===== src/core/tpm_map.svh =====
`ifndef TPM_MAP_SVH
`define TPM_MAP_SVH

// Register byte addresses
`define TPM_ADDR_CTRL0      12'h348
`define TPM_ADDR_CTRL1      12'h34c
`define TPM_ADDR_TIMING     12'h350
`define TPM_ADDR_CARRIER    12'h354
`define TPM_ADDR_DEADTIME   12'h358
`define TPM_ADDR_U_WIDTH    12'h35c
`define TPM_ADDR_V_WIDTH    12'h360
`define TPM_ADDR_W_WIDTH    12'h364
`define TPM_ADDR_U_WIDTH2   12'h368
`define TPM_ADDR_V_WIDTH2   12'h36c
`define TPM_ADDR_W_WIDTH2   12'h370
`define TPM_ADDR_BUFFER     12'h374
`define TPM_ADDR_IRQ_STAT   12'h378
`define TPM_ADDR_IRQ_MASK   12'h37c

// Control 0 fields
`define TPM_C0_EDGE         0
`define TPM_C0_SRC          1
`define TPM_C0_FEN          2
`define TPM_C0_OEN          3
`define TPM_C0_CAD          4
`define TPM_C0_DET          5
`define TPM_C0_MOD          6
`define TPM_C0_TRIG         7

// Control 1 fields
`define TPM_C1_START        0
`define TPM_C1_SECOND       1
`define TPM_C1_POL          4
`define TPM_C1_DTDIS        5
`define TPM_C1_NMICUT       8

// Timing register fields
`define TPM_TM_RUN          0
`define TPM_TM_DEC_LO       4
`define TPM_TM_DEC_HI       7

// Interrupt status bits
`define TPM_IRQ_CARRIER     0
`define TPM_IRQ_DETECT      1
`define TPM_IRQ_CUTOFF      2

// Reset values
`define TPM_RST_CTRL0       8'h00
`define TPM_RST_CTRL1       9'h000
`define TPM_RST_WIDTH       16'h0001
`define TPM_RST_DEAD        8'h01

`endif


===== src/core/tpm_pkg.sv =====
package tpm_pkg;

  // Per-phase output pair
  typedef struct packed {
    logic pos;
    logic neg;
  } tpm_pair_t;

  typedef struct packed {
    tpm_pair_t u;
    tpm_pair_t v;
    tpm_pair_t w;
  } tpm_phases_t;

  // Triangular count direction walks down then up
  typedef enum logic [1:0] {
    TPM_IDLE = 2'b00,
    TPM_DOWN = 2'b01,
    TPM_UP   = 2'b11
  } tpm_state_t;

endpackage


===== src/core/tpm_core.sv =====
// Function
// - Six outputs, three pairs, carrier timer
// - Carrier period (m+1), doubled triangular
// - Phase width n periods, doubled triangular
// - Second mode alternates two width values, triangular only
// - Dead time p periods, or disabled
// - Carrier interrupt every N cycles, N<=15
// - Cutoff enable plus low pin: hi-Z
// - Edge count on V reload, edge select
// - Source select: underflow or selected edge, edge only in second mode
// - Output enable cleared by two causes: pin fall, or concurrent active pair with disable bit set
// - Disable bit forbids concurrent active pair
// - Detect flag hardware set, clear needs disable written zero
// - Modulation select: triangular or sawtooth
// - Software trigger bit, reads zero
// - Per-side levels, selectable active level
// - Transfer trigger: underflow after write
// - Buffer to shift register transfer timing
//
// The implementer's own choice: the APB interface to the registers.
`timescale 1ns/1ps
`include "tpm_map.svh"

module tpm_core #(
  parameter int DT_W  = 8,
  parameter int CNT_W = 16
) (
  input  wire logic        pclk,          // APB clock, 200 MHz
  input  wire logic        presetn,       // Async reset, active low
  input  wire logic        psel,          // APB select
  input  wire logic        penable,       // APB access phase
  input  wire logic        pwrite,        // APB direction
  input  wire logic [11:0] paddr,         // APB byte address
  input  wire logic [31:0] pwdata,        // APB write data
  output logic      [31:0] prdata,        // APB read data
  output logic             pready,        // APB ready
  output logic             pslverr,       // APB error, unmapped
  input  wire logic        nmi_n,         // Cutoff pin, active low
  output logic      [5:0]  phase_out,     // U,Ub,V,Vb,W,Wb levels
  output logic      [5:0]  phase_oe_n,    // Pin enables, low drives
  output logic             irq            // Level interrupt
);

  initial begin
    if (DT_W != 8 || CNT_W != 16) $error("tpm_core: unsupported widths");
  end

  // ==========================================================
  // Register bus
  // ==========================================================
  logic [7:0]       ctrl0_q;
  logic [8:0]       ctrl1_q;
  logic [7:0]       timing_q;
  logic [CNT_W-1:0] carrier_q;
  logic [DT_W-1:0]  dead_q;
  logic [CNT_W-1:0] width_q  [0:2];
  logic [CNT_W-1:0] width2_q [0:2];
  logic [11:0]      buf_q;
  logic [2:0]       irq_stat_q;
  logic [2:0]       irq_mask_q;
  logic [11:0]      shift_q;

  logic acc, wr, rd;
  assign acc = psel && penable;
  assign wr  = acc && pwrite;
  assign rd  = acc && !pwrite;

  logic hit;
  always_comb begin
    case (paddr)
      `TPM_ADDR_CTRL0, `TPM_ADDR_CTRL1, `TPM_ADDR_TIMING, `TPM_ADDR_CARRIER,
      `TPM_ADDR_DEADTIME, `TPM_ADDR_U_WIDTH, `TPM_ADDR_V_WIDTH, `TPM_ADDR_W_WIDTH,
      `TPM_ADDR_U_WIDTH2, `TPM_ADDR_V_WIDTH2, `TPM_ADDR_W_WIDTH2, `TPM_ADDR_BUFFER,
      `TPM_ADDR_IRQ_STAT, `TPM_ADDR_IRQ_MASK: hit = 1'b1;
      default: hit = 1'b0;
    endcase
  end

  logic wr_c0, wr_car, wr_buf;
  assign wr_c0  = wr && paddr == `TPM_ADDR_CTRL0;
  assign wr_car = wr && paddr == `TPM_ADDR_CARRIER;
  assign wr_buf = wr && paddr == `TPM_ADDR_BUFFER;

  // Every access completes in one access cycle
  always_ff @(posedge pclk or negedge presetn) begin
    if (!presetn) begin
      pready  <= 1'b0;
      pslverr <= 1'b0;
    end else begin
      pready  <= psel && !penable;
      pslverr <= psel && !penable && !hit;
    end
  end

  // Read data registered in setup phase; stable through access
  always_ff @(posedge pclk or negedge presetn) begin
    if (!presetn) begin
      prdata <= 32'h0000_0000;
    end else if (psel && !penable && !pwrite) begin
      case (paddr)
        `TPM_ADDR_CTRL0:    prdata <= {24'h00_0000, 1'b0, ctrl0_q[6:0]};
        `TPM_ADDR_CTRL1:    prdata <= {23'h00_0000, ctrl1_q};
        `TPM_ADDR_TIMING:   prdata <= {24'h00_0000, timing_q};
        `TPM_ADDR_CARRIER:  prdata <= {16'h0000, carrier_q};
        `TPM_ADDR_DEADTIME: prdata <= {24'h00_0000, dead_q};
        `TPM_ADDR_U_WIDTH:  prdata <= {16'h0000, width_q[0]};
        `TPM_ADDR_V_WIDTH:  prdata <= {16'h0000, width_q[1]};
        `TPM_ADDR_W_WIDTH:  prdata <= {16'h0000, width_q[2]};
        `TPM_ADDR_U_WIDTH2: prdata <= {16'h0000, width2_q[0]};
        `TPM_ADDR_V_WIDTH2: prdata <= {16'h0000, width2_q[1]};
        `TPM_ADDR_W_WIDTH2: prdata <= {16'h0000, width2_q[2]};
        // Reads return the live shift register
        `TPM_ADDR_BUFFER:   prdata <= {20'h0_0000, shift_q};
        `TPM_ADDR_IRQ_STAT: prdata <= {29'h0000_0000, irq_stat_q};
        `TPM_ADDR_IRQ_MASK: prdata <= {29'h0000_0000, irq_mask_q};
        default:            prdata <= 32'h0000_0000;
      endcase
    end
  end

  always_ff @(posedge pclk or negedge presetn) begin
    if (!presetn) begin
      ctrl1_q    <= `TPM_RST_CTRL1;
      timing_q   <= 8'h00;
      carrier_q  <= '0;
      dead_q     <= `TPM_RST_DEAD;
      width_q    <= '{default: `TPM_RST_WIDTH};
      width2_q   <= '{default: `TPM_RST_WIDTH};
      buf_q      <= 12'h000;
      irq_mask_q <= 3'h0;
    end else if (wr) begin
      case (paddr)
        `TPM_ADDR_CTRL1:    ctrl1_q    <= pwdata[8:0];
        `TPM_ADDR_TIMING:   timing_q   <= pwdata[7:0];
        `TPM_ADDR_CARRIER:  carrier_q  <= pwdata[15:0];
        // Reload 01h..FFh; zero kept at one
        `TPM_ADDR_DEADTIME: dead_q     <= (pwdata[7:0] == 8'h00) ? 8'h01 : pwdata[7:0];
        `TPM_ADDR_U_WIDTH:  width_q[0] <= (pwdata[15:0] == 16'h0000) ? 16'h0001 : pwdata[15:0];
        `TPM_ADDR_V_WIDTH:  width_q[1] <= (pwdata[15:0] == 16'h0000) ? 16'h0001 : pwdata[15:0];
        `TPM_ADDR_W_WIDTH:  width_q[2] <= (pwdata[15:0] == 16'h0000) ? 16'h0001 : pwdata[15:0];
        `TPM_ADDR_U_WIDTH2: width2_q[0] <= (pwdata[15:0] == 16'h0000) ? 16'h0001 : pwdata[15:0];
        `TPM_ADDR_V_WIDTH2: width2_q[1] <= (pwdata[15:0] == 16'h0000) ? 16'h0001 : pwdata[15:0];
        `TPM_ADDR_W_WIDTH2: width2_q[2] <= (pwdata[15:0] == 16'h0000) ? 16'h0001 : pwdata[15:0];
        `TPM_ADDR_BUFFER:   buf_q      <= pwdata[11:0];
        `TPM_ADDR_IRQ_MASK: irq_mask_q <= pwdata[2:0];
        default:            ctrl1_q    <= ctrl1_q;
      endcase
    end
  end

  logic fen, sawtooth, second, pol, dtdis, run;
  assign fen      = ctrl0_q[`TPM_C0_FEN];
  assign sawtooth = ctrl0_q[`TPM_C0_MOD];
  assign second   = ctrl1_q[`TPM_C1_SECOND] && !sawtooth;
  assign pol      = ctrl1_q[`TPM_C1_POL];
  assign dtdis    = ctrl1_q[`TPM_C1_DTDIS];
  assign run      = timing_q[`TPM_TM_RUN];

  // ==========================================================
  // Carrier timer
  // ==========================================================
  logic [CNT_W-1:0] car_cnt_q;
  logic             car_up_q;
  logic             car_uf;

  // Sawtooth reloads; triangular counts down twice, up flag marks second pass
  assign car_uf = run && car_cnt_q == '0 && (sawtooth || car_up_q);

  always_ff @(posedge pclk or negedge presetn) begin
    if (!presetn) begin
      car_cnt_q <= '0;
      car_up_q  <= 1'b0;
    end else if (!run) begin
      car_cnt_q <= carrier_q;
      car_up_q  <= 1'b0;
    end else if (sawtooth) begin
      car_cnt_q <= (car_cnt_q == '0) ? carrier_q : car_cnt_q - 16'h0001;
    end else if (!car_up_q) begin
      if (car_cnt_q == '0) begin
        car_cnt_q <= carrier_q;
        car_up_q  <= 1'b1;
      end else begin
        car_cnt_q <= car_cnt_q - 16'h0001;
      end
    end else begin
      if (car_cnt_q == '0) begin
        car_cnt_q <= carrier_q;
        car_up_q  <= 1'b0;
      end else begin
        car_cnt_q <= car_cnt_q - 16'h0001;
      end
    end
  end

  // ==========================================================
  // Triggers and shift register
  // ==========================================================
  logic sw_pend_q, xfer, xfer_pend_q;

  // Write of one arms a transfer trigger
  always_ff @(posedge pclk or negedge presetn) begin
    if (!presetn) begin
      sw_pend_q <= 1'b0;
    end else if (wr_c0 && pwdata[`TPM_C0_TRIG]) begin
      sw_pend_q <= 1'b1;
    end else if (car_uf) begin
      sw_pend_q <= 1'b0;
    end
  end

  // Underflow after software write, or carrier write with start bit set
  assign xfer = (car_uf && sw_pend_q) || (wr_car && ctrl1_q[`TPM_C1_START]);

  // Triangular moves once per buffer write
  always_ff @(posedge pclk or negedge presetn) begin
    if (!presetn) begin
      xfer_pend_q <= 1'b0;
    end else if (wr_buf) begin
      xfer_pend_q <= 1'b1;
    end else if (xfer) begin
      xfer_pend_q <= 1'b0;
    end
  end

  // Both halves move together; the one-shot picks which half drives
  always_ff @(posedge pclk or negedge presetn) begin
    if (!presetn) begin
      shift_q <= 12'hfff;
    end else if (xfer && (sawtooth || xfer_pend_q)) begin
      shift_q <= buf_q;
    end
  end

  // ==========================================================
  // Phase one-shots and dead time
  // ==========================================================
  tpm_pkg::tpm_phases_t raw;
  logic [CNT_W-1:0] ph_cnt_q [0:2];
  logic [DT_W-1:0]  dt_cnt_q [0:2];
  logic [2:0]       ph_act;
  logic [2:0]       half_q;
  logic [2:0]       dt_on;

  // One one-shot per phase pair, started by carrier
  for (genvar i = 0; i < 3; i++) begin : g_ph
    logic [CNT_W-1:0] n;
    // Alternate width value in second mode
    assign n = (second && half_q[i]) ? width2_q[i] : width_q[i];

    always_ff @(posedge pclk or negedge presetn) begin
      if (!presetn) begin
        ph_cnt_q[i] <= '0;
        half_q[i]   <= 1'b0;
      end else if (!fen || !run) begin
        ph_cnt_q[i] <= '0;
        half_q[i]   <= 1'b0;
      // Width n; doubled in triangular by loading n shifted left by one
      end else if (car_uf) begin
        ph_cnt_q[i] <= sawtooth ? n : 16'(n << 1);
        half_q[i]   <= !half_q[i];
      end else if (ph_cnt_q[i] != '0) begin
        ph_cnt_q[i] <= ph_cnt_q[i] - 16'h0001;
      end
    end
    assign ph_act[i] = ph_cnt_q[i] != '0;

    // Dead time after each edge of the one-shot
    always_ff @(posedge pclk or negedge presetn) begin
      if (!presetn) begin
        dt_cnt_q[i] <= '0;
      end else if (!fen) begin
        dt_cnt_q[i] <= '0;
      end else if (!dtdis && (car_uf || (ph_cnt_q[i] == 16'h0001) || (sawtooth && xfer))) begin
        dt_cnt_q[i] <= dead_q;
      end else if (dt_cnt_q[i] != '0) begin
        dt_cnt_q[i] <= dt_cnt_q[i] - 8'h01;
      end
    end
    assign dt_on[i] = dt_cnt_q[i] != '0;
  end

  // Shift bits: 0 active level per side
  // Sides set independently, so software can make a pair overlap
  always_comb begin
    raw.u.pos = !(ph_act[0] ? shift_q[0] : shift_q[6]) && !dt_on[0];
    raw.u.neg = !(ph_act[0] ? shift_q[1] : shift_q[7]) && !dt_on[0];
    raw.v.pos = !(ph_act[1] ? shift_q[2] : shift_q[8]) && !dt_on[1];
    raw.v.neg = !(ph_act[1] ? shift_q[3] : shift_q[9]) && !dt_on[1];
    raw.w.pos = !(ph_act[2] ? shift_q[4] : shift_q[10]) && !dt_on[2];
    raw.w.neg = !(ph_act[2] ? shift_q[5] : shift_q[11]) && !dt_on[2];
  end

  logic conc;
  assign conc = (raw.u.pos && raw.u.neg) || (raw.v.pos && raw.v.neg) || (raw.w.pos && raw.w.neg);

  // ==========================================================
  // Control 0 and protection
  // ==========================================================
  logic nmi_q, nmi_fall, cutoff;
  always_ff @(posedge pclk or negedge presetn) begin
    if (!presetn) nmi_q <= 1'b1;
    else          nmi_q <= nmi_n;
  end
  assign nmi_fall = nmi_q && !nmi_n;
  assign cutoff = ctrl1_q[`TPM_C1_NMICUT] && !nmi_n;

  always_ff @(posedge pclk or negedge presetn) begin
    if (!presetn) begin
      ctrl0_q <= `TPM_RST_CTRL0;
    end else begin
      if (wr_c0) begin
        ctrl0_q[4:0] <= pwdata[4:0];
        ctrl0_q[6]   <= pwdata[6];
      end
      // Output enable cleared by pin fall, or by conflict while disable bit set
      if (nmi_fall || (conc && ctrl0_q[`TPM_C0_CAD])) begin
        ctrl0_q[`TPM_C0_OEN] <= 1'b0;
      end
      // Set beats clear; clear needs disable written zero
      if (conc && fen) begin
        ctrl0_q[`TPM_C0_DET] <= 1'b1;
      end else if (wr_c0 && !pwdata[`TPM_C0_DET] && !pwdata[`TPM_C0_CAD]) begin
        ctrl0_q[`TPM_C0_DET] <= 1'b0;
      end
      ctrl0_q[`TPM_C0_TRIG] <= 1'b0;
    end
  end

  // ==========================================================
  // Outputs
  // ==========================================================
  tpm_pkg::tpm_phases_t gated;
  always_comb begin
    gated = raw;
    if (ctrl0_q[`TPM_C0_CAD]) begin
      if (raw.u.pos && raw.u.neg) gated.u = '0;
      if (raw.v.pos && raw.v.neg) gated.v = '0;
      if (raw.w.pos && raw.w.neg) gated.w = '0;
    end
  end

  always_ff @(posedge pclk or negedge presetn) begin
    if (!presetn) begin
      phase_out  <= 6'h00;
      phase_oe_n <= 6'h3f;
    end else begin
      // Active level chosen by polarity bit
      phase_out  <= pol ? 6'(gated) : ~6'(gated);
      // Drive only with function and output enable
      phase_oe_n <= (fen && ctrl0_q[`TPM_C0_OEN] && !cutoff) ? 6'h00 : 6'h3f;
    end
  end

  // ==========================================================
  // Decimation counter and interrupts
  // ==========================================================
  logic [3:0] dec_q;
  logic       vact_q, dec_ev, car_irq;
  always_ff @(posedge pclk or negedge presetn) begin
    if (!presetn) vact_q <= 1'b0;
    else          vact_q <= ph_act[1];
  end

  // Underflow, or edge when source select set in second mode
  // Rising V reload edge on 0, falling on 1
  always_comb begin
    if (ctrl0_q[`TPM_C0_SRC] && second) begin
      dec_ev = ctrl0_q[`TPM_C0_EDGE] ? (vact_q && !ph_act[1]) : (!vact_q && ph_act[1]);
    end else begin
      dec_ev = car_uf;
    end
  end

  // Fire at programmed count, restart from zero
  // Count includes this event, so N events per request
  assign car_irq = fen && dec_ev && (({1'b0, dec_q} + 5'h01) >= {1'b0, timing_q[`TPM_TM_DEC_HI:`TPM_TM_DEC_LO]});
  always_ff @(posedge pclk or negedge presetn) begin
    if (!presetn)     dec_q <= 4'h0;
    else if (!fen)    dec_q <= 4'h0;
    else if (car_irq) dec_q <= 4'h0;
    else if (dec_ev)  dec_q <= dec_q + 4'h1;
  end

  // Sticky status; set wins over write-one clear
  logic [2:0] ev;
  assign ev = {cutoff, conc && fen, car_irq};
  always_ff @(posedge pclk or negedge presetn) begin
    if (!presetn) begin
      irq_stat_q <= 3'h0;
    end else begin
      irq_stat_q <= ev | (irq_stat_q & ~((wr && paddr == `TPM_ADDR_IRQ_STAT) ? pwdata[2:0] : 3'h0));
    end
  end

  always_ff @(posedge pclk or negedge presetn) begin
    if (!presetn) irq <= 1'b0;
    else          irq <= |(ev | (irq_stat_q & irq_mask_q)) && |((ev | irq_stat_q) & irq_mask_q);
  end

endmodule


===== config.mk =====
export PLATFORM = sky130hd
export DESIGN_NAME = tpm_core
export DESIGN_NICKNAME = d
export VERILOG_FILES = /design/src/core/tpm_pkg.sv /design/src/core/tpm_core.sv
export VERILOG_INCLUDE_DIRS = /design/src /design/src/core
export SDC_FILE = /design/constraint.sdc
export NUM_CORES = 1
export LEC_CHECK = 0
export BUFFER_PORTS_ARGS = -buffer_cell sky130_fd_sc_hd__buf_4
export CORE_UTILIZATION = 55
export CTS_CLUSTER_SIZE = 25
export DETAILED_ROUTE_END_ITERATION = 12
export HOLD_SLACK_MARGIN = 0.1
export PLACE_DENSITY = 0.85
export SLEW_MARGIN = 15
export SYNTH_ARGS = -nofsm -noshare
export SYNTH_HDL_FRONTEND = slang
export SYNTH_SLANG_ARGS = --single-unit

===== constraint.sdc =====
create_clock -name pclk -period 3.5 [get_ports pclk]
set_clock_uncertainty 0.15 [all_clocks]
set_input_delay 0.525 -clock pclk [delete_from_list [all_inputs] [get_ports pclk]]
set_output_delay 0.525 -clock pclk [all_outputs]
set_load 0.005 [all_outputs]

# --- After elaboration in Yosys (flattened, before gate mapping) ---
# Cells that the tools add are included.
word_totals:
  register_bits: 321
  latch_bits: 0
  ramBits: 0
  rom_bits: 0
  in_bits: 50
  out_inout_bits: 47
  elab_cells: 262
  memories: 0
classes:
  addsub: 9
  mul: 0
  n_div: 0
  magnitude_cmp: 1
  n_eq_ne: 22
  shift: 0
  mux: 67
  bitwise: 8
  reduce_logical: 116
op_table:
  columns: ["op", "n"]
  rows:
  - ["two-way mux 16 bit", 18]
  - ["one-hot mux 16 bit (14 select lines)", 1]
  - ["== test 12 x 10 -> 1 bit (second input constant)", 14]
  - ["two-way mux 8 bit", 10]
  - ["subtractor 16 x 1 -> 16 bit (second input constant)", 4]
  - ["== test 16 x 1 -> 1 bit (second input constant)", 3]
  - ["nonzero test 16 bit", 3]
  - ["logical AND 1 bit", 46]
  - ["logical NOT 16 bit", 2]
  - ["two-way mux 1 bit", 27]
  - ["logical NOT 1 bit", 25]
  - ["AND reduction 2 bit", 12]
  - ["nonzero test 8 bit", 3]
  - ["subtractor 8 x 1 -> 8 bit (second input constant)", 3]
  - ["two-way mux 6 bit", 3]
  - ["two-way mux 4 bit", 4]
  - ["OR reduction 14 bit", 1]
  - ["logical OR 1 bit", 13]
  - ["inequality test 3 x 1 -> 1 bit (second input constant)", 4]
  - ["nonzero test 2 bit", 5]
  - ["AND 3 bit", 3]
  - ["bitwise OR 3 bit", 3]
  - ["nonzero test 3 bit", 3]
  - ["logical NOT 8 bit", 1]
  - ["other kinds (9)", 12]

# --- Depth between registers and ports, before layout ---
# Gate-level depths: netlist of run 1.
depth:
  ltp_word: 12
  depth_mapped: 10

# --- Worst setup path after synthesis of run 1 ---
# No wires, ideal clock.
synth_timing:
  kind: "register to register"
  from: "register ph_cnt_q[36] in the netlist's numbering"
  to: "register phase_out[5]"
  setup_ns: 0.136
  t_arrival_ns: 2.259
  t_required_ns: 3.214
  path_slack_ns: 0.955
  stages_incl_launch_ff: 9
  path_buffers: 2
  period_less_slack_ns: 2.545
  cell_sequence: "dfrtp_1 -> or4_1 -> buf_2 -> nor3_4 -> and3_1 -> buf_6 -> mux2_2 -> o2111a_1 -> xnor2_1"
synth_via:
  elab_chain_cells: 9
  word_cells_on_any_way: 12
synth_rtl:
  columns: ["item", "line_no", "text"]
  rows:
  - ["from (decl)", "tpm_core.sv:238", "logic [CNT_W-1:0] ph_cnt_q [0:2];"]
  - ["from (signal, indexed assignment)", "tpm_core.sv:259", "ph_cnt_q[i] <= sawtooth ? n : 16'(n << 1);"]
  - ["from (signal, indexed assignment)", "tpm_core.sv:262", "ph_cnt_q[i] <= ph_cnt_q[i] - 16'h0001;"]
  - ["nonzero test 16 bit *", "tpm_core.sv:265", "assign ph_act[i] = ph_cnt_q[i] != '0;"]
  - ["two-way mux 1 bit (on tied branches)", "tpm_core.sv:285, tpm_core.sv:286", null]
  - ["logical NOT 1 bit (on tied branches)", "tpm_core.sv:285, tpm_core.sv:286", null]
  - ["logical AND 1 bit (on tied branches)", "tpm_core.sv:285, tpm_core.sv:286", null]
  - ["logical AND 1 bit", "tpm_core.sv:336", "if (raw.u.pos && raw.u.neg) gated.u = '0;"]
  - ["two-way mux 2 bit", "tpm_core.sv:336", null]
  - ["two-way mux 6 bit *", "tpm_core.sv:335", "if (ctrl0_q[`TPM_C0_CAD]) begin"]
  - ["NOT 6 bit", "tpm_core.sv:348", "phase_out <= pol ? 6'(gated) : ~6'(gated);"]
  - ["two-way mux 6 bit *", "tpm_core.sv:348", null]
  - ["to (signal assigned)", "tpm_core.sv:348", null]
  - ["to (decl)", "tpm_core.sv:39", "output logic [5:0] phase_out,"]
# Mark *: on every way between the ends. The rest lies on a longest branch, timed or not.
# A chain may end at the register's enable or synchronous reset.

# --- Worst setup path after layout of run 1 ---
layout_timing:
  from: "register car_cnt_q[0]"
  to: "register ph_cnt_q[26] in the netlist's numbering"
layout_via:
  elab_chain_cells: 5
  word_cells_on_any_way: 6
layout_rtl:
  columns: ["item", "line_no", "text"]
  rows:
  - ["from (decl)", "tpm_core.sv:162", "logic [CNT_W-1:0] car_cnt_q;"]
  - ["from (signal assigned)", "tpm_core.sv:174", "car_cnt_q <= carrier_q;"]
  - ["from (signal assigned)", "tpm_core.sv:177", "car_cnt_q <= (car_cnt_q == '0) ? carrier_q : car_cnt_q - 16'h0001;"]
  - ["from (signal assigned)", "tpm_core.sv:180", "car_cnt_q <= carrier_q;"]
  - ["logical NOT 16 bit *", "tpm_core.sv:167", "assign car_uf = run && car_cnt_q == '0 && (sawtooth || car_up_q);"]
  - ["logical AND 1 bit * (2 in a row)", "tpm_core.sv:167", null]
  - ["two-way mux 16 bit", "tpm_core.sv:258", "end else if (car_uf) begin"]
  - ["two-way mux 16 bit", "tpm_core.sv:254", "end else if (!fen || !run) begin"]
# Marks and branches as above.

==> results of run 1 <==
[worst paths after layout]
check,cells past startpoint,to,startpoint,slack (ns)
min reg2reg,2,prdata[12],prdata[12],0.33
max in group asynchronous,3,dt_cnt_q[23],presetn,1.90
max reg2reg,7,ph_cnt_q[26],car_cnt_q[0],0.36
max,7,ph_cnt_q[26],car_cnt_q[0],0.36
min in group asynchronous,2,buf_q[8],presetn,0.43
min,3,pslverr,penable,0.14
[power breakdown]
| group | switching (W) | leakage (nW) | internal [W] | total [W] |
|---|---|---|---|---|
| combinational | 0.000430 | 3.85 | 0.000302 | 0.000733 |
| clock | 0.00138 | 0.532 | 0.00210 | 0.00349 |
| sequential | 0.000130 | 3.99 | 0.00360 | 0.00373 |
[worst max-delay path, cell delays in order, from the launching register on]
cell,delay [ns]
dfrtp_1,0.41
inv_1,0.09
ha_1,0.14
nor4b_1,0.24
nand4_1,0.30
or2_2,0.81
a211oi_1,0.66
a211oi_1,0.12
[registers in the layout, indices dropped and copies added (netlist names), 3 cells and up]
signal	count
prdata	16
irq_stat_q	3
half_q	3
ph_cnt_q	48
width_q	48
dec_q	4
irq_mask_q	3
dt_cnt_q	24
dead_q	8
timing_q	8
carrier_q	16
width2_q	48
ctrl1_q	9
ctrl0_q	7
car_cnt_q	16
phase_out	6
buf_q	12
shift_q	12
[cell usage after synthesis (all sizes together), types with 3 or more instances]
library cell and number:
and2 3, nor2b 12, o2111a 3, and3 8, nor4 22, o21ai 68, a21o 5, a211oi 75
nand3b 8, a32oi 5, ha 22, clkbuf 54, o211ai 10, nand2b 7, mux4 11, or3 10
xnor2 50, dfstp 21, a21oi 68, nand3 55, nand4 21, xor2 36, a22o 19, mux2 168
buf 62, a222oi 4, a22oi 11, a221oi 12, a31oi 9, nor3 39, or4 5, mux2i 31
nand2 149, o2111ai 3, inv 25, nor4b 4, a31o 4, dfrtp 279, nor3b 4, a32o 4
nor2 74
[stage by stage]
| stage | instances | worst slack (ns) | total power, W | utilization (%) |
|---|---|---|---|---|
| floorplan | 1525 | 0.955 | 0.00422 | - |
| global placement | 1899 | 0.519 | 0.00445 | 58.9 |
| detailed placement | 1899 | 0.407 | 0.00449 | 58.9 |
| CTS | 1958 | 0.448 | 0.00795 | 62.8 |
| global route | 1958 | 0.139 | 0.00820 | 62.8 |
| finish | 1958 | 0.359 | 0.00795 | 62.8 |
[layout make-up]
| type | instances | area (um^2) | share of cell area (%) |
|---|---|---|---|
| multi-input combinational | 1084 | 7940 | 44.1 |
| sequential | 300 | 7530 | 41.8 |
| clock buffer | 48 | 928 | 5.15 |
| timing repair buffer | 109 | 896 | 4.97 |
| tap | 384 | 480 | 2.67 |
| clock inverter | 8 | 151 | 0.840 |
| inverter | 25 | 93.8 | 0.521 |
[per-layer routing]
| layer | part of all wire [%] | GRT usage (%) | up-vias |
|---|---|---|---|
| met2 | 46 | 49.8 | 821 |
| met1 | 39 | 44.5 | 6532 |
| met3 | 11 | 6.13 | 158 |
| met5 | 0 | 0 | - |
| met4 | 4.1 | 12.2 | 0 |
| li1 | - | - | 5575 |
[cell families after synthesis]
logic type | synth area share (%)
AO/OA/AOI/OAI | 13.5
XOR/XNOR | 4.69
adder cells (fa/ha/maj) | 1.71
buffers and inverters | 4.15
flip-flops | 46.9
multiplexers | 15.2
other | 0.0233
AND/OR/NAND/NOR | 13.8
==> impl_metrics.tcl, run 1 <==
set metrics [dict create \
    status "finished clean" \
    io_buffers 64 \
    slew-limit-headroom_pct 20.6 \
    setup_tns_ns 0 \
    drv_cap 0 \
    initial_core_util_pct 56.0 \
    syn_area_mm2 0.0161 \
    fin_area_mm2 0.0180 \
    antenna_found_initial 0 \
    worstMarginPinSlew_ns 1.19 \
    wl_um 47700 \
    min_period_ns 3.14 \
    die_h_um 173 \
    slew_viol_final 0 \
    drive_above_1_share_pct 24.8 \
    hold_class "in -> reg" \
    via_per_inst 6.68 \
    critPathKind "reg -> reg" \
    worstSetupStartpointType "flip-flop" \
    post_cts_buffers 0 \
    rows 62 \
    hold_buffers 3 \
    avgRoutedWirePerCell_um 24.4 \
    yosys_warnings 0 \
    grt_pass1_wl_um 74700 \
    cts_tree "done" \
    synth-seq-cells 300 \
    path_max_fanout 48 \
    overflow 0 \
    ys_async_sr_fraction_pct 100 \
    ys_seq_area_share_pct 46.9 \
    clkTransAtPathRegs_ns 0.06 \
    via_count 13100 \
    p_leak_nw 8.38 \
    drt_iter0_markers 1783 \
    most-common-layout-cells "dfrtp_1, mux2_2, nand2_1, buf_4, a211oi_1" \
    fmax_ghz 0.318 \
    synthFlopType "dfrtp_1" \
    rsz0062_at_grt "false" \
    grt_usage_pct 32.0 \
    cts_resized 0 \
    syn_inst 1510 \
    remaining_drc_errors 0 \
    fin_hold_ws_ns 0.142 \
    io_pins 97 \
    synth_area_per_cell_um2 10.6 \
    ys_types 75 \
    nNetsFinal 1622 \
    synth-edff-count 0 \
    final_hold_viol_count 0 \
    synth_top_cells_by_area "dfrtp_1, mux2_2, nand2_1" \
    place.gp.congestion 0.980 \
    cts_root_buf "clkbuf_16" \
    synth_top_area_cell "dfrtp_1" \
    drt.antenna.violating_nets 0 \
    synth_top_area_share_pct 43.5 \
    crit_path_end_kind "flip-flop" \
    peakVddDrop_v 0.000405 \
    clk_latency_ns 0.58 \
    cts.sink_count 300 \
    antenna_cells 0 \
    nFillCells 2142 \
    arrival_ns 3.38 \
    layout_commonest_cell "dfrtp_1" \
    dpl.hpwl_um 32900 \
    syn_to_final_growth_pct 12.2 \
    fin_crit_sh_pct 89.8 \
    htree_levels 1 \
    core_mm2 0.0287 \
    dpl-instance-area_mm2 0.0169 \
    cp.required_ns 3.74 \
    cts_buffers 30 \
    p_per_area_mw_per_mm2 441 \
    finalSetupViolations 0 \
    die_x_um 173 \
    dieArea_mm2 0.0299 \
    grt_max_degree 95 \
    dr.pass1.iters 9 \
    ctsLongestPathBuffers 3 \
    grt_pass1_vias 12800 \
]
No activity file was read; power rests on OpenSTA's default activity.
==> inputs of run 2 (changes only) <==
--- a/config.mk
+++ b/config.mk
@@ -11,7 +11,7 @@
 export CTS_CLUSTER_SIZE = 25
 export DETAILED_ROUTE_END_ITERATION = 12
 export HOLD_SLACK_MARGIN = 0.1
-export PLACE_DENSITY = 0.85
+export PLACE_DENSITY = 0.88
 export SLEW_MARGIN = 15
 export SYNTH_ARGS = -nofsm -noshare
 export SYNTH_HDL_FRONTEND = slang
==> constraint.sdc (replaced) <==
create_clock -name pclk -period 2.7 [get_ports pclk]
set_clock_uncertainty 0.15 [all_clocks]
set_input_delay 0.405 -clock pclk [delete_from_list [all_inputs] [get_ports pclk]]
set_output_delay 0.405 -clock pclk [all_outputs]
set_load 0.005 [all_outputs]
==> impl_metrics.tcl, run 2 (synthesized netlist as in run 1, its figures left out) <==
set metrics [dict create \
    grt_max_degree 68 \
    worstHoldEndpoint "width_q[35]" \
    worstSetupStartpointType "flip-flop" \
    ff2ff_path_depth 8 \
    place.gp.congestion 0.995 \
    cp.required_ns 3.02 \
    clkTransAtPathRegs_ns 0.06 \
    grt_pass1_wl_um 75600 \
    rr_startpoint "ph_cnt_q[40]" \
    slew_viol_final 0 \
    arrival_ns 2.92 \
    whs_path_depth 2 \
    dp_cells 1946 \
    cts_buffers 31 \
    initial_core_util_pct 56.0 \
    rows 62 \
    nNetsFinal 1690 \
    dieArea_mm2 0.0299 \
    setup_tns_ns 0 \
    syn_to_final_growth_pct 16.1 \
    worstMarginPinSlew_ns 0.665 \
    die_x_um 173 \
    cts.sink_count 300 \
    fmax_ghz 0.384 \
    finalSetupViolations 0 \
    final_hold_viol_count 0 \
    drt.antenna.violating_nets 0 \
    cts_root_buf "clkbuf_16" \
    drt_iter0_markers 1826 \
    path_cells "or4_1 -> nor3_4 -> and3_1 -> buf_4 -> mux2i_1 -> o221ai_2 -> buf_4 -> a221oi_1" \
    path_common_cell "buf_4" \
    peakVddDrop_v 0.000487 \
    cts_tree "done" \
    wl_um 48800 \
    regArea_mm2 0.00753 \
    top_regs "ph_cnt_q (48), width2_q (48), width_q (48)" \
    worstHoldStart "pwdata[3]" \
    crit_path_end_kind "flip-flop" \
    nFillCells 2028 \
    via_count 13400 \
    layout_commonest_cell "dfrtp_1" \
    max_stage_delay_ns 0.63 \
    slew-limit-headroom_pct 54.5 \
    dpl.hpwl_um 33600 \
    dr.pass1.iters 7 \
    drv_cap 0 \
    htree_levels 1 \
    p_per_area_mw_per_mm2 539 \
    grt_usage_pct 32.3 \
    multi_input_area_mm2 0.00799 \
    antenna_cells 0 \
    status "finished clean" \
    via_per_inst 6.60 \
    path_max_fanout 6 \
    clk_latency_ns 0.59 \
    most-common-layout-cells "dfrtp_1, mux2_2, nand2_1, buf_4" \
    fin_crit_sh_pct 96.4 \
    regToRegSetupSlack_ns 0.1 \
    io_pins 97 \
    overflow 0 \
    power_w 0.0101 \
    p_leak_nw 8.70 \
    slowest_stage "or4_1" \
    fin_cells 2027 \
    antenna_found_initial 0 \
    io_buffers 64 \
    hold_class "in -> reg" \
    grt_pass1_vias 13300 \
    avgRoutedWirePerCell_um 24.1 \
    drive_above_1_share_pct 27.3 \
    ctsLongestPathBuffers 3 \
    worst_r2r_endpoint "ctrl0_q[3]" \
    core_mm2 0.0287 \
    min_period_ns 2.60 \
    die_h_um 173 \
    critPathKind "reg -> reg" \
    remaining_drc_errors 0 \
    rsz0062_at_grt "false" \
]
-- run 2: changes by cell type in the layout (fill, tap and decap cells not counted), sizes merged --
cell,previous run,this run
dlygate4sd3,3,19
inv,25,26
clkinv,4,7
clkbuf,48,50
buf,106,156
bufinv,4,1
-- run 2: layout make-up --
type                            instances  area share, %
Multi-Input combinational cell       1084           42.9
Sequential cell                       300           40.4
Timing Repair Buffer                  176           8.30
Clock buffer                           49           4.95
Tap cell                              384           2.58
Inverter                               25          0.503
Clock inverter                          9          0.416
-- run 2: per-stage QoR --
stage | setup WS [ns] | hold slack (ns) | utilization [%] | cell area (um^2)
finish | 0.0974 | 0.147 | 65.0 | 18700
floorplan | 0.155 | -0.0406 | - | 16100
detailed placement | 0.0189 | 0.239 | 60.5 | 17400
CTS | 0.0437 | 0.130 | 64.7 | 18600
global placement | 0.132 | 0.236 | 60.5 | 17400
global route | 0.0100 | 0.134 | 65.0 | 18700
-- run 2: power breakdown --
group | total, W | switching [W] | internal [W]
Combinational | 0.000983 | 0.000559 | 0.000424
Clock | 0.00423 | 0.00180 | 0.00243
Sequential | 0.00484 | 0.000166 | 0.00467
-- run 2: worst max path at each step --
stage | start | end | cells after the start
after floorplan | ph_cnt_q[36] | phase_out[5] | 8
after global placement | paddr[2] | dt_cnt_q[17] | 7
after detailed placement | car_cnt_q[0] | ph_cnt_q[36] | 8
after CTS | car_cnt_q[0] | ph_cnt_q[36] | 10
after global routing | ph_cnt_q[10] | ctrl0_q[3] | 7
final | ph_cnt_q[40] | ctrl0_q[3] | 8
-- run 2: routing by layer --
metal	global-route usage [%]	up-vias	part of all wire [%]
met5	0	-	0
met4	15.6	0	5.6
met3	7.08	181	11
met2	49.9	876	45
met1	43.5	6617	38
li1	-	5710	-
-- run 2: what timing repair did --
| item | in CTS | in global routing |
|---|---|---|
| hold endpoints to repair | 128 | 0 |
| hold buffers | 19 | 0 |
| pin swaps | 1 | 1 |
| resized for setup | 2 | 9 |
| gates cloned | 0 | 1 |
| setup endpoints to repair | 50 | 60 |
| setup buffers | 1 | 2 |
-- run 2: worst max-delay path, delay by kind of cell (launching register included) --
kind	cells	cell delay (ns)
simple gates	3	0.97
compound gates	2	0.41
flops	1	0.41
buf+inv	2	0.36
mux	1	0.23
==> inputs of run 3 (changes only) <==
--- a/config.mk
+++ b/config.mk
@@ -10,6 +10,7 @@
 export CORE_UTILIZATION = 55
 export CTS_CLUSTER_SIZE = 25
 export DETAILED_ROUTE_END_ITERATION = 12
+export GPL_TIMING_DRIVEN = 0
 export HOLD_SLACK_MARGIN = 0.1
 export PLACE_DENSITY = 0.88
 export SLEW_MARGIN = 15
==> impl_metrics.tcl, run 3 (synthesized netlist as in run 1, its figures left out) <==
set metrics [dict create \
    multi_input_area_mm2 0.00843 \
    grt_pass1_wl_um 81200 \
    via_count 14000 \
    wl_um 54400 \
    core_mm2 0.0287 \
    remaining_drc_errors 0 \
    final_hold_viol_count 0 \
    drt.antenna.violating_nets 0 \
    most-common-layout-cells "dfrtp_1, mux2_2, nand2_1, buf_4, nor2_1" \
    p_per_area_mw_per_mm2 538 \
    drt_iter0_markers 1912 \
    cts.sink_count 300 \
    fin_cells 2073 \
    pre_cts_ws_ns -0.638 \
    clk_latency_ns 0.57 \
    via_per_inst 6.76 \
    arrival_ns 3.04 \
    io_buffers 62 \
    cp.required_ns 3.05 \
    die_x_um 173 \
    slew-limit-headroom_pct 24.1 \
    rows 62 \
    finish.utilization_pct 67.1 \
    io_pins 97 \
    grt_usage_pct 35.4 \
    setup_tns_ns 0 \
    critPathKind "reg -> reg" \
    initial_core_util_pct 56.0 \
    regToRegSetupSlack_ns 0.002 \
    avgRoutedWirePerCell_um 26.2 \
    grt_pass1_vias 13500 \
    top_regs "ph_cnt_q (48), width2_q (48), width_q (48)" \
    status "finished clean" \
    p_leak_nw 8.87 \
    syn_to_final_growth_pct 19.8 \
    path_max_fanout 5 \
    worstMarginPinSlew_ns 1.13 \
    fmax_ghz 0.371 \
    worstSetupStartpointType "flip-flop" \
    antenna_found_initial 1 \
    drive_above_1_share_pct 29.7 \
    rsz0062_at_grt "true" \
    place.gp.congestion 1.02 \
    nFillCells 2066 \
    grt_max_degree 108 \
    cts_tree "done" \
    slew_viol_final 0 \
    dpl-instance-area_mm2 0.0171 \
    hold_class "in -> reg" \
    dp_cells 1973 \
    htree_levels 1 \
    fin_area_mm2 0.0193 \
    die_h_um 173 \
    finalSetupViolations 0 \
    dpl.hpwl_um 37800 \
    min_period_ns 2.70 \
    layout_commonest_cell "dfrtp_1" \
    cts_buffers 31 \
    dr.pass1.iters 7 \
    regArea_mm2 0.00753 \
    ctsLongestPathBuffers 3 \
    cts_root_buf "clkbuf_16" \
    dieArea_mm2 0.0299 \
    crit_path_end_kind "flip-flop" \
    overflow 0 \
    setup_ws_ns 0.00213 \
    fin_crit_sh_pct 99.9 \
    clkTransAtPathRegs_ns 0.07 \
    nNetsFinal 1736 \
    drv_cap 0 \
    peakVddDrop_v 0.000531 \
]
[run 3: cell types whose count changed in the layout (fill, tap and decap cells not counted), moves of 13 or more]
| cell | before | now |
|---|---|---|
| a211oi_1 | 70 | 27 |
| a211oi_2 | 5 | 40 |
| buf_4 | 142 | 107 |
| clkbuf_1 | 10 | 42 |
| buf_2 | 0 | 19 |
| mux2_2 | 168 | 155 |
| mux2_4 | 0 | 13 |
[run 3: per-layer routing]
metal,global-route usage [%],routed length (um)
met1,48.3,20400
met2,53.0,24100
met3,8.51,6650
met4,17.9,3210
met5,0.481,0
[run 3: path summary, 6_finish.rpt]
kind,startpoint,endpoint,depth (start not counted)
max in group asynchronous,presetn,shift_q[5],4
worst max-delay path,car_cnt_q[10],shift_q[6],9
min in group asynchronous,presetn,ph_cnt_q[21],2
worst max register to register,car_cnt_q[10],shift_q[6],9
worst min-delay path,pwrite,prdata[1],5
worst min register to register,prdata[14],prdata[14],2
[run 3: stage by stage]
stage / power (W) / hold WS (ns)
6_report: 0.0104 / 0.233
5_1_grt: 0.0106 / 0.279
4_1_cts: 0.0103 / 0.213
3_5_place_dp: 0.00585 / 0.297
3_3_place_gp: 0.00579 / 0.311
2_1_floorplan: 0.00547 / -0.0406
[run 3: cell type report]
cell class                 count  share of cell area (%)
tap                          384                    2.50
multi-input combinational   1084                    43.8
timing repair buffer         108                    5.05
inverter                      25                   0.487
buffer                       114                    3.45
clock buffer                  42                    4.61
antenna                        1                  0.0130
clock inverter                15                   0.981
sequential                   300                    39.1
[run 3: repair_timing]
item	4_1_cts	5_1_grt
gates resized for setup	36	132
setup buffers	6	14
cloned	0	4
setup endpoints to repair	97	103
hold buffers	20	0
pin swaps	6	20
hold endpoints to repair	161	0
[run 3: report_power, final]
group          leakage, nW  total [W]  switching (W)  internal, W
logic                 4.36   0.000984       0.000567     0.000416
clock network        0.522    0.00454        0.00186      0.00268
registers             3.99    0.00484       0.000167      0.00467
total                 8.87     0.0104        0.00260      0.00776
[run 3: worst max-delay path, cell delays in order, from the launching register on]
cell and delay [ns]:
dfrtp_1 0.44, nor4_2 0.40, nand4_1 0.27, buf_4 0.23, nor2_4 0.17, buf_8 0.16
a22oi_2 0.13, nor2_4 0.21, buf_6 0.16, mux2_4 0.31
